File: config.mk
export PLATFORM = sky130hd
export DESIGN_NAME = io_tracker_event_select
export DESIGN_NICKNAME = d
export VERILOG_FILES = /design/src/hdl/io_tracker_event_select_pkg.sv /design/src/hdl/io_tracker_event_select.sv
export SDC_FILE = /design/constraint.sdc
export NUM_CORES = 1
export LEC_CHECK = 0
export BUFFER_PORTS_ARGS = -buffer_cell sky130_fd_sc_hd__buf_2
export CAP_MARGIN = 20
export CORE_UTILIZATION = 53
export DETAILED_ROUTE_END_ITERATION = 8
export PLACE_DENSITY = 0.76
export SYNTH_ARGS = -nofsm -noshare
export SYNTH_HDL_FRONTEND = slang
export SYNTH_SLANG_ARGS = --single-unit
export TNS_END_PERCENT = 10
File: constraint.sdc
create_clock -name core_clk -period 5.8 [get_ports core_clk]
set_input_delay 0.29 -clock core_clk [delete_from_list [all_inputs] [get_ports core_clk]]
set_output_delay 0.29 -clock core_clk [all_outputs]
set_load 0.01 [all_outputs]
File: src/hdl/io_tracker_event_select_pkg.sv
// constants and carrier types of the io tracker event select block
// assumes an apb master on core_clk and event strobes on the same clock

package io_tracker_event_select_pkg;

  // ***********************************************
  // register offsets
  // ***********************************************
  localparam logic [11:0] CTL0_OFS = 12'h000;
  localparam logic [11:0] CTL1_OFS = 12'h004;
  localparam logic [11:0] CTR0_OFS = 12'h008;
  localparam logic [11:0] CTR1_OFS = 12'h00c;
  localparam logic [11:0] FILT_OFS = 12'h010;

  localparam logic [31:0] CTL_RST = 32'h0000_0000;
  localparam logic [31:0] CTR_RST = 32'h0000_0000;
  localparam logic [4:0] FILT_RST = 5'h00;
  localparam int NUM_CTRS = 2;

  // ***********************************************
  // event codes and per-cycle limits
  // ***********************************************
  localparam logic [7:0] EV_DRS_INS = 8'h02;
  localparam logic [7:0] EV_DRS_FULL = 8'h05;
  localparam logic [7:0] EV_NCB_FULL = 8'h06;
  localparam logic [7:0] EV_DRS_OCC = 8'h08;
  localparam logic [7:0] EV_ACK_ALLOC = 8'h0b;
  localparam logic [7:0] EV_INBOUND = 8'h11;
  localparam logic [7:0] EV_SNOOP = 8'h12;
  localparam logic [7:0] EV_PEER_TXN = 8'h13;
  localparam logic [7:0] EV_PEER_INS = 8'h14;
  localparam logic [7:0] EV_PEER_OCC = 8'h15;
  localparam logic [7:0] EV_MISC_SET_ONE = 8'h1f;
  localparam logic [5:0] PAIR_MAX = 6'h02;
  localparam logic [6:0] OCC_MAX = 7'h3f;

  // ***********************************************
  // carrier types
  // ***********************************************
  typedef struct packed {
    logic [8:0] rsvd_hi;
    logic en;
    logic [5:0] rsvd_lo;
    logic [7:0] umask;
    logic [7:0] evsel;
  } ctl_t;

  typedef struct packed {
    logic psel;
    logic penable;
    logic pwrite;
    logic [11:0] paddr;
    logic [31:0] pwdata;
  } apb_req_t;

  typedef struct packed {
    logic pready;
    logic [31:0] prdata;
    logic pslverr;
  } apb_rsp_t;

  typedef struct packed {
    logic [3:0] slow_xfer;
    logic lost_forward;
    logic secondary_got_insufficient_state;
    logic secondary_got_sufficient_state;
    logic peer_insert;
    logic [5:0] peer_occ_b;
    logic [5:0] peer_occ_s;
    logic peer_valid;
    logic [3:0] peer_type;
    logic peer_remote;
    logic peer_target_match;
    logic [1:0] snp_valid;
    logic [1:0][3:0] snp_resp;
    logic [1:0][2:0] snp_type;
    logic in_valid;
    logic [3:0] in_kind;
    logic [4:0] in_src_port;
    logic ack_alloc;
    logic drs_insert;
    logic drs_full;
    logic [5:0] drs_occ;
    logic ncb_full;
  } event_in_t;

  typedef struct packed {
    ctl_t [1:0] ctl;
    logic [1:0][31:0] ctr;
    logic [4:0] filt_port;
    apb_rsp_t rsp;
  } state_t;

endpackage

File: src/hdl/io_tracker_event_select.sv
// event selection, qualification and two counters for the io tracker
// assumes event strobes come from logic on core_clk; apb master on core_clk
//
// Design decisions made here: the placing of the registers and the APB slave port.

`timescale 1ns/1ps

// Contract
// - misc set one counts slow i/s/e/m transfers by mask bits 0-3, max 2
// - misc set one mask bit 4 counts lost forwards
// - peer insert event adds one per peer request from inbound controller
// - peer occupancy adds b plus s queue occupancy, up to 63
// - peer transactions qualify when any selected traffic type matches
// - remote and local bits equal count all, else only the chosen side
// - bit 5 needs target match for remote, bit 7 for local
// - snoop responses count only with a response bit and a type bit set
// - inbound event counts transactions into the uncore, one per cycle
// - inbound request kinds are or-combined over selected mask bits
// - source select bit ands in a match against the filter port
// - source match compares against exactly one programmed queue
// - source select clear counts qualifying requests from all sources
// - write tracking counts writes, each retry adding one
// - inbound bits 3, 4, 5 select write prefetch, atomic, other
// - these events live only on counters 0 and 1
// - ack egress allocation event adds one per allocation
// - data response egress inserts and full cycles each add one
// - data response egress occupancy adds current occupancy, up to 63
// - noncoherent bypass egress full adds one per full cycle
// - misc set one bits 5 and 6 count insufficient and sufficient state
module io_tracker_event_select (
  // clock and reset
  input wire logic core_clk,
  input wire logic resetn,
  // register bus
  input wire io_tracker_event_select_pkg::apb_req_t apb_req,
  output io_tracker_event_select_pkg::apb_rsp_t apb_rsp,
  // event strobes from the tracker datapath
  input wire io_tracker_event_select_pkg::event_in_t ev
);

  // ***********************************************
  // event decode
  // ***********************************************

  function automatic logic [5:0] pair_cap(input logic [5:0] n);
    pair_cap = (n > io_tracker_event_select_pkg::PAIR_MAX) ?
      io_tracker_event_select_pkg::PAIR_MAX : n;
  endfunction

  function automatic logic [5:0] occ_sum(input logic [5:0] a,
                                         input logic [5:0] b);
    logic [6:0] s;
    s = {1'b0, a} + {1'b0, b};
    if (s > io_tracker_event_select_pkg::OCC_MAX) begin
      s = io_tracker_event_select_pkg::OCC_MAX;
    end
    occ_sum = s[5:0];
  endfunction

  function automatic logic [5:0] event_inc(
    input io_tracker_event_select_pkg::ctl_t c,
    input io_tracker_event_select_pkg::event_in_t e,
    input logic [4:0] port
  );
    logic [7:0] m;
    logic [6:0] hits;
    logic [5:0] n;
    logic side_ok;
    logic tgt_ok;
    logic kind_ok;
    logic src_ok;
    m = c.umask;
    hits = '0;
    n = '0;
    side_ok = 1'b0;
    tgt_ok = 1'b0;
    kind_ok = 1'b0;
    src_ok = 1'b0;
    case (c.evsel)
      io_tracker_event_select_pkg::EV_MISC_SET_ONE: begin
        hits[3:0] = e.slow_xfer & m[3:0];
        hits[4] = e.lost_forward & m[4];
        hits[5] = e.secondary_got_insufficient_state & m[5];
        hits[6] = e.secondary_got_sufficient_state & m[6];
        for (int i = 0; i < 7; i++) begin
          n = n + {5'h00, hits[i]};
        end
        n = pair_cap(n);
      end
      io_tracker_event_select_pkg::EV_PEER_INS: begin
        n = {5'h00, e.peer_insert};
      end
      io_tracker_event_select_pkg::EV_PEER_OCC: begin
        n = occ_sum(e.peer_occ_b, e.peer_occ_s);
      end
      io_tracker_event_select_pkg::EV_PEER_TXN: begin
        side_ok = (m[4] == m[6]) | (m[4] & e.peer_remote) |
                  (m[6] & ~e.peer_remote);
        tgt_ok = ~(m[5] & e.peer_remote & ~e.peer_target_match) &
                 ~(m[7] & ~e.peer_remote & ~e.peer_target_match);
        kind_ok = |(e.peer_type & m[3:0]);
        n = {5'h00, e.peer_valid & kind_ok & side_ok & tgt_ok};
      end
      io_tracker_event_select_pkg::EV_SNOOP: begin
        for (int i = 0; i < 2; i++) begin
          hits[i] = e.snp_valid[i] & (|(e.snp_resp[i] & m[3:0])) &
                    (|(e.snp_type[i] & m[6:4]));
          n = n + {5'h00, hits[i]};
        end
      end
      io_tracker_event_select_pkg::EV_INBOUND: begin
        // retried writes arrive as fresh strobes and count again
        kind_ok = |(e.in_kind & {m[5], m[4], m[3], m[1]});
        src_ok = ~m[6] | (e.in_src_port == port);
        n = {5'h00, e.in_valid & kind_ok & src_ok};
      end
      io_tracker_event_select_pkg::EV_ACK_ALLOC: begin
        n = {5'h00, e.ack_alloc};
      end
      io_tracker_event_select_pkg::EV_DRS_INS: begin
        n = {5'h00, e.drs_insert};
      end
      io_tracker_event_select_pkg::EV_DRS_FULL: begin
        n = {5'h00, e.drs_full};
      end
      io_tracker_event_select_pkg::EV_DRS_OCC: begin
        n = e.drs_occ;
      end
      io_tracker_event_select_pkg::EV_NCB_FULL: begin
        n = {5'h00, e.ncb_full};
      end
      default: begin
        n = '0;
      end
    endcase
    event_inc = n;
  endfunction

  // ***********************************************
  // state
  // ***********************************************

  io_tracker_event_select_pkg::state_t st_q;
  io_tracker_event_select_pkg::state_t st_d;
  logic setup;
  logic access;
  logic [1:0][5:0] inc;
  logic [1:0] ctr_wr;

  assign setup = apb_req.psel & ~apb_req.penable;
  assign access = apb_req.psel & apb_req.penable & st_q.rsp.pready;
  assign ctr_wr[0] = access & apb_req.pwrite &
                     (apb_req.paddr == io_tracker_event_select_pkg::CTR0_OFS);
  assign ctr_wr[1] = access & apb_req.pwrite &
                     (apb_req.paddr == io_tracker_event_select_pkg::CTR1_OFS);
  assign apb_rsp = st_q.rsp;

  always_comb begin
    for (int i = 0; i < io_tracker_event_select_pkg::NUM_CTRS; i++) begin
      inc[i] = event_inc(st_q.ctl[i], ev, st_q.filt_port);
    end
  end

  // ***********************************************
  // next state
  // ***********************************************

  always_comb begin
    io_tracker_event_select_pkg::ctl_t w;
    w = apb_req.pwdata;
    w.rsvd_hi = '0;
    w.rsvd_lo = '0;
    st_d = st_q;
    st_d.rsp.pready = 1'b0;
    st_d.rsp.pslverr = 1'b0;
    st_d.rsp.prdata = '0;
    // only two counters exist, so no other counter can take these events
    for (int i = 0; i < io_tracker_event_select_pkg::NUM_CTRS; i++) begin
      if (st_q.ctl[i].en) begin
        st_d.ctr[i] = st_q.ctr[i] + {26'h0, inc[i]};
      end
    end
    if (setup) begin
      st_d.rsp.pready = 1'b1;
      case (apb_req.paddr)
        io_tracker_event_select_pkg::CTL0_OFS: st_d.rsp.prdata = st_q.ctl[0];
        io_tracker_event_select_pkg::CTL1_OFS: st_d.rsp.prdata = st_q.ctl[1];
        io_tracker_event_select_pkg::CTR0_OFS: st_d.rsp.prdata = st_q.ctr[0];
        io_tracker_event_select_pkg::CTR1_OFS: st_d.rsp.prdata = st_q.ctr[1];
        io_tracker_event_select_pkg::FILT_OFS: begin
          st_d.rsp.prdata = {27'h0, st_q.filt_port};
        end
        default: st_d.rsp.pslverr = 1'b1;
      endcase
    end
    if (access & apb_req.pwrite) begin
      // a software write beats the increment of the same edge
      case (apb_req.paddr)
        io_tracker_event_select_pkg::CTL0_OFS: st_d.ctl[0] = w;
        io_tracker_event_select_pkg::CTL1_OFS: st_d.ctl[1] = w;
        io_tracker_event_select_pkg::CTR0_OFS: st_d.ctr[0] = apb_req.pwdata;
        io_tracker_event_select_pkg::CTR1_OFS: st_d.ctr[1] = apb_req.pwdata;
        io_tracker_event_select_pkg::FILT_OFS: begin
          st_d.filt_port = apb_req.pwdata[4:0];
        end
        default: st_d.filt_port = st_q.filt_port;
      endcase
    end
  end

  always_ff @(posedge core_clk) begin
    if (!resetn) begin
      st_q.ctl[0] <= io_tracker_event_select_pkg::CTL_RST;
      st_q.ctl[1] <= io_tracker_event_select_pkg::CTL_RST;
      st_q.ctr[0] <= io_tracker_event_select_pkg::CTR_RST;
      st_q.ctr[1] <= io_tracker_event_select_pkg::CTR_RST;
      st_q.filt_port <= io_tracker_event_select_pkg::FILT_RST;
      st_q.rsp <= '0;
    end else begin
      st_q <= st_d;
    end
  end

  // ***********************************************
  // checks
  // ***********************************************

  io_tracker_event_select_pkg::ctl_t c0;
  logic run0;
  logic [31:0] delta0;
  io_tracker_event_select_pkg::ctl_t c1;
  logic run1;
  logic [31:0] delta1;

  assign c0 = st_q.ctl[0];
  assign run0 = c0.en & ~ctr_wr[0];
  assign delta0 = st_d.ctr[0] - st_q.ctr[0];
  assign c1 = st_q.ctl[1];
  assign run1 = c1.en & ~ctr_wr[1];
  assign delta1 = st_d.ctr[1] - st_q.ctr[1];
endmodule

**After elaboration in Yosys (flattened, before gate mapping)**

Cells that the tools add are included.

- Add/sub/neg operators: 17
- Magnitude comparators: 3
- Equality and inequality tests: 29
- Muxes and demuxes: 14
- Bitwise gates (word level): 71
- Reduce and logical (&&, ||, !) cells: 18

Operators with widths:

| cell | number |
|---|---|
| case mux 32 bit (5 select lines) | 1 |
| case mux 6 bit (11 select lines) | 2 |
| 2-to-1 mux 32 bit | 4 |
| equality test 8 x 5 -> 1 bit (second input constant) | 12 |
| 2-to-1 mux 69 bit | 1 |
| adder 32 x 6 -> 32 bit | 2 |
| bitwise AND 1 bit | 42 |
| bitwise AND 4 bit | 10 |
| 2-to-1 mux 34 bit | 1 |
| equality test 8 x 3 -> 1 bit (second input constant) | 4 |
| equality test 8 x 4 -> 1 bit (second input constant) | 4 |
| OR reduction 4 bit | 8 |
| equality test 12 x 4 -> 1 bit (second input constant) | 2 |
| 2-to-1 mux 6 bit | 3 |
| equality test 8 x 2 -> 1 bit (second input constant) | 2 |
| adder 5 x 1 -> 6 bit | 2 |
| adder 6 x 1 -> 6 bit | 2 |
| bitwise AND 3 bit | 4 |
| equality test 12 x 3 -> 1 bit (second input constant) | 1 |
| equality test 12 x 5 -> 1 bit (second input constant) | 1 |
| greater-than comparator 6 x 2 -> 1 bit (second input constant) | 2 |
| logical NOT 12 bit | 1 |
| OR reduction 3 bit | 4 |
| adder 4 x 1 -> 5 bit | 2 |
| other kinds (13) | 35 |

- Bits in registers: 137
- Input port bits: 112
- Output and inout bits: 34
- Logic and storage cells: 164

**Logic depth before layout (Yosys ltp)**

- Word-level depth: 14
- Depth in mapped cells: 20
- Gate-level depth less buffers: 19

**Worst setup path before layout**

No wires, ideal clock.

- Kind: register to register
- Start point: register st_q, in the netlist c1[9]
- End point: register st_q[95] (netlist bit)
- Library setup time: 133 ps
- Data arrival time: 4,673 ps
- Required time: 5,667 ps
- Path slack: 994 ps
- Stages on the path, launching flop included: 21
- Path buffers: 1
- Clock period less this slack: 4,806 ps
- Path through: dfxtp_1 > and2_1 > fa_1 > fa_1 > inv_1 > fa_1 > inv_1 > fa_1 > nor3_1 > a22o_1 > a211oi_1 > o211ai_1 > ha_1 > inv_1 > fa_1 > nor2b_1 > o31ai_1 > clkbuf_1 > a2111oi_0 > xnor2_1 > a21oi_1

- Cells in the longest elaborated chain, start to end: 14
- Elaborated cells on any way between the ends: 32
- Those cells by class: add/sub (8); order compare (1); mux (5); bitwise (14); reduce/logical (4)

RTL lines:

| element | line | source |
|---|---|---|
| from (decl) | io_tracker_event_select.sv:143 | `io_tracker_event_select_pkg::state_t st_q;` |
| from (signal assigned) | io_tracker_event_select.sv:220 | `st_q <= st_d;` |
| bitwise AND 4 bit | io_tracker_event_select.sv:81 | `hits[3:0] = e.slow_xfer & m[3:0];` |
| adder 1 x 1 -> 2 bit | io_tracker_event_select.sv:86 | `n = n + {5'h00, hits[i]};` |
| adder 2 x 1 -> 3 bit | io_tracker_event_select.sv:86 |  |
| adder 3 x 1 -> 4 bit | io_tracker_event_select.sv:86 |  |
| adder 4 x 1 -> 5 bit | io_tracker_event_select.sv:86 |  |
| adder 5 x 1 -> 6 bit | io_tracker_event_select.sv:86 |  |
| adder 6 x 1 -> 6 bit | io_tracker_event_select.sv:86 |  |
| greater-than comparator 6 x 2 -> 1 bit | io_tracker_event_select.sv:46 | `pair_cap = (n > io_tracker_event_select_pkg::PAIR_MAX) ?` |
| 2-to-1 mux 6 bit | io_tracker_event_select.sv:46 |  |
| case mux 6 bit (11 select lines) * | io_tracker_event_select.sv:79 | `case (c.evsel)` |
| adder 32 x 6 -> 32 bit * | io_tracker_event_select.sv:180 | `st_d.ctr[i] = st_q.ctr[i] + {26'h0, inc[i]};` |
| 2-to-1 mux 32 bit * | io_tracker_event_select.sv:179 | `if (st_q.ctl[i].en) begin` |
| 2-to-1 mux 32 bit | io_tracker_event_select.sv:198 | `case (apb_req.paddr)` |
| 2-to-1 mux 69 bit * | io_tracker_event_select.sv:196 | `if (access & apb_req.pwrite) begin` |

Mark *: on every way between the ends. The rest lies on a longest branch, timed or not.
A chain may end at the register's enable or synchronous reset.

**Worst setup path in the final report**

- Start point: register st_q, in the netlist c1[9]
- End point: register st_q[87] (netlist bit)

Same word-level chain as after synthesis.

==> metrics.txt <==
Worst VDD drop 0.219 mV; CTS tree yes; met3 routed WL 2450 µm; total die area 0.0167 mm²; Iter 0 DRT Violations 944; Seq/Total Area, Yosys 0.320; Comb power frac 0.060; Critical Path AT 5.76 ns; setup ws final 0.321 ns; drt wl/cell 19.9 µm; port bufs 145; sequential fraction of design power 0.442; Max Cap Violations 0; Synth Flop Type dfxtp_1; Post-CTS Setup Bufs 0; met2 wire length 11900 µm; mean number of vias per cell 6.31; die width 129 µm; worst slack, placed 0.423 ns; chip height 129 µm; Final ANT Viol Nets 0; core area 0.0158 mm²; Post-synth ARST share 0; Crit Path Class reg2reg; Layout Nets 1260; Avg Inst Size Synth 8.31 µm²; std cell rows 46; design area 0.00976 mm²; Placer Congestion 0.943; synthesized instance count 1033; drt drc 0; crit-path most repeated cell fa_1; Min-Delay Path Class in2reg; Max-slew headroom 0.254; worst-case clock buffer depth 2; Initial Utilization 0.542; fin. max-slew vios 0; Top Layer Used met5; Yosys cell types 70; number of global-route vias before repair 7612; Synth area leaders dfxtp_1 (32%), a21oi_1 (4.5%), a22oi_1 (4.4%); fillers 1415; final wirelength 26900 µm; syn_nets 1176; Inst Count DP 1314; Ports 146; post-cts resize count 0; CTS Root Cell clkbuf_16; largest net degree at the start of global routing 105; crit path capture type register; Synth Cell Area 0.00858 mm²; first-pass GRT wire length 41800 µm; fmax 183 MHz; net load switching power 568 µW; P&R area growth vs syn 13.7%; Clock Power Share 0.498; grt total ovfl 0; Int Power 1.57 mW; static leakage 3.42 nW; DP Wirelength 19200 µm; CP max stage cell fa_1; GRT Util Overall 0.328; cts hold-fix bufs 0; Metal-1 WL 11800 µm; FF+latch area 0.00274 mm²; final hold violations 0; number of synthesized register bits 137; EDFF count, synth 0; Pre-Repair DR Iteration Count 8; CTS clk-pin slew, worst paths 0.07 ns; area of the multi-input gates 0.00518 mm²; status completed; H-tree Lvls 4; switching share of power 0.266; Finished Layout Cells 1347; initial antenna violation count 1; Tightest Pin Transition 1.12 ns; Req. time, crit path 6.08 ns; Worst Path Max Fanout 9; CP cell instances and2_1, fa_1, fa_1, inv_1, fa_1, inv_1, fa_1, nor3_1, a22o_1, a211oi_1, o211ai_1, ha_1, inv_1, fa_1, nor2b_1, o31ai_2, buf_4, a2111oi_0, xnor2_1, a21oi_1; share of post-route cells with drive strength above 1 0.182; CTS sink count 137; Synth area leader dfxtp_1; unrepaired setup endpoints after global routing no; Cell Area, Placed 0.00918 mm²; period utilisation layout 0.945; Via Count 8497; Final Critical Period 5.48 ns; startpoint types register; Warnings, synthesis 0; top cell type's share of synthesized area 0.320; Worst Skew 0.00939 ns; Cell Pwr Density 219 mW/mm²; total negative slack 0 ns; cts bufs inserted 17; worst skew pair latency 0.44 ns; Final setup viols 0; slowest stage delay, CP 0.54 ns
[cell families after synthesis]
logic type                 count (synthesis)  share of synthesized area
DFF                                      137                      0.320
and+or+nand+nor                          312                      0.203
xor gates and xnor gates                  46                     0.0469
AOI/OAI and AO/OA                        349                      0.264
buffers and inverters                    130                     0.0794
muxes                                     28                     0.0327
adders and majority gates                 31                     0.0548
[sequential cells by signal (all words and copies together) (netlist names)]
name,count
c1,17
apb_rsp,34
st_q,69
c0,17
[stage by stage]
| step | hold slack, ns | utilization | power, mW |
|---|---|---|---|
| 2_1_floorplan | 0.429 | - | 1.02 |
| 3_3_place_gp | 0.489 | 0.579 | 1.09 |
| 3_5_place_dp | 0.489 | 0.580 | 1.09 |
| 4_1_cts | 0.123 | 0.616 | 2.14 |
| 5_1_grt | 0.150 | 0.616 | 2.20 |
| 6_report | 0.140 | 0.617 | 2.14 |
[critical path, delay by kind of cell (launching register included)]
kind,cells,cell delay (ns)
simple gates,3,0.63
flops,1,0.46
buf+inv,4,0.40
compound gates,6,1.13
fa+ha+maj,6,2.49
xor+xnor,1,0.18
[Yosys cell counts (8+ instances only)]
cell type and number:
a21boi_0 15, nand2_1 83, and3_1 8, or3_1 20
mux2i_1 28, a222oi_1 9, xnor2_1 36, xor2_1 10
a2111oi_0 8, nand3_1 20, buf_2 11, dfxtp_1 137
a211oi_1 13, nor2b_1 28, and2_1 14, and4_1 10
ha_1 20, nor2_1 38, clkbuf_1 43, o21ai_0 75
a21oi_1 77, nor3b_1 8, inv_1 34, fa_1 11
a31oi_1 19, a221oi_1 8, a22oi_1 50, buf_4 34
o21ai_1 17, nor4_1 14, nor3_1 13, nand4_1 21
[final timing paths]
check	startpoint	endpoint	slack, ns	cells past startpoint
worst min register to register	st_q[102]	st_q[102]	0.50	2
worst max-delay path	c1[9]	st_q[87]	0.32	20
worst min-delay path	apb_req[9]	c1[9]	0.14	3
worst max register to register	c1[9]	st_q[87]	0.32	20
[routing by layer]
metal / track usage / up-vias
met1: 0.460 / 3993
met5: 0 / -
li1: - / 4000
met2: 0.506 / 444
met3: 0.0566 / 58
met4: 0.118 / 2
[power groups by stage]
| stage | Sequential (mW) | Combinational [mW] | Clock, mW |
|---|---|---|---|
| 3_3_place_gp | 0.966 | 0.124 | 0 |
| 3_5_place_dp | 0.966 | 0.125 | 0 |
| 6_report | 0.945 | 0.128 | 1.07 |
| 2_1_floorplan | 0.965 | 0.0572 | 0 |
| 5_1_grt | 0.945 | 0.139 | 1.11 |
| 4_1_cts | 0.945 | 0.126 | 1.07 |
[final cells by class]
class                      instances  area share
antenna                            1    0.000256
multi-input combinational        766       0.531
timing repair buffer             161      0.0877
tap                              216      0.0277
clock inverter                    15      0.0160
sequential                       137       0.281
clock buffer                      17      0.0436
inverter                          34      0.0131
[cell usage in the layout (no fill, tap or decap), types with 21 or more instances in the layout]
| cell type | Yosys | layout |
|---|---|---|
| nand4_1 | 21 | 21 |
| dfxtp_1 | 137 | 137 |
| o21ai_0 | 75 | 75 |
| a22oi_1 | 50 | 50 |
| xnor2_1 | 36 | 36 |
| buf_2 | 11 | 144 |
| a21oi_1 | 77 | 77 |
| inv_1 | 34 | 34 |
| mux2i_1 | 28 | 28 |
| nor2b_1 | 28 | 28 |
| nand2_1 | 83 | 83 |
| nor2_1 | 38 | 38 |
Note: power is estimated with default switching activity, not from simulation.
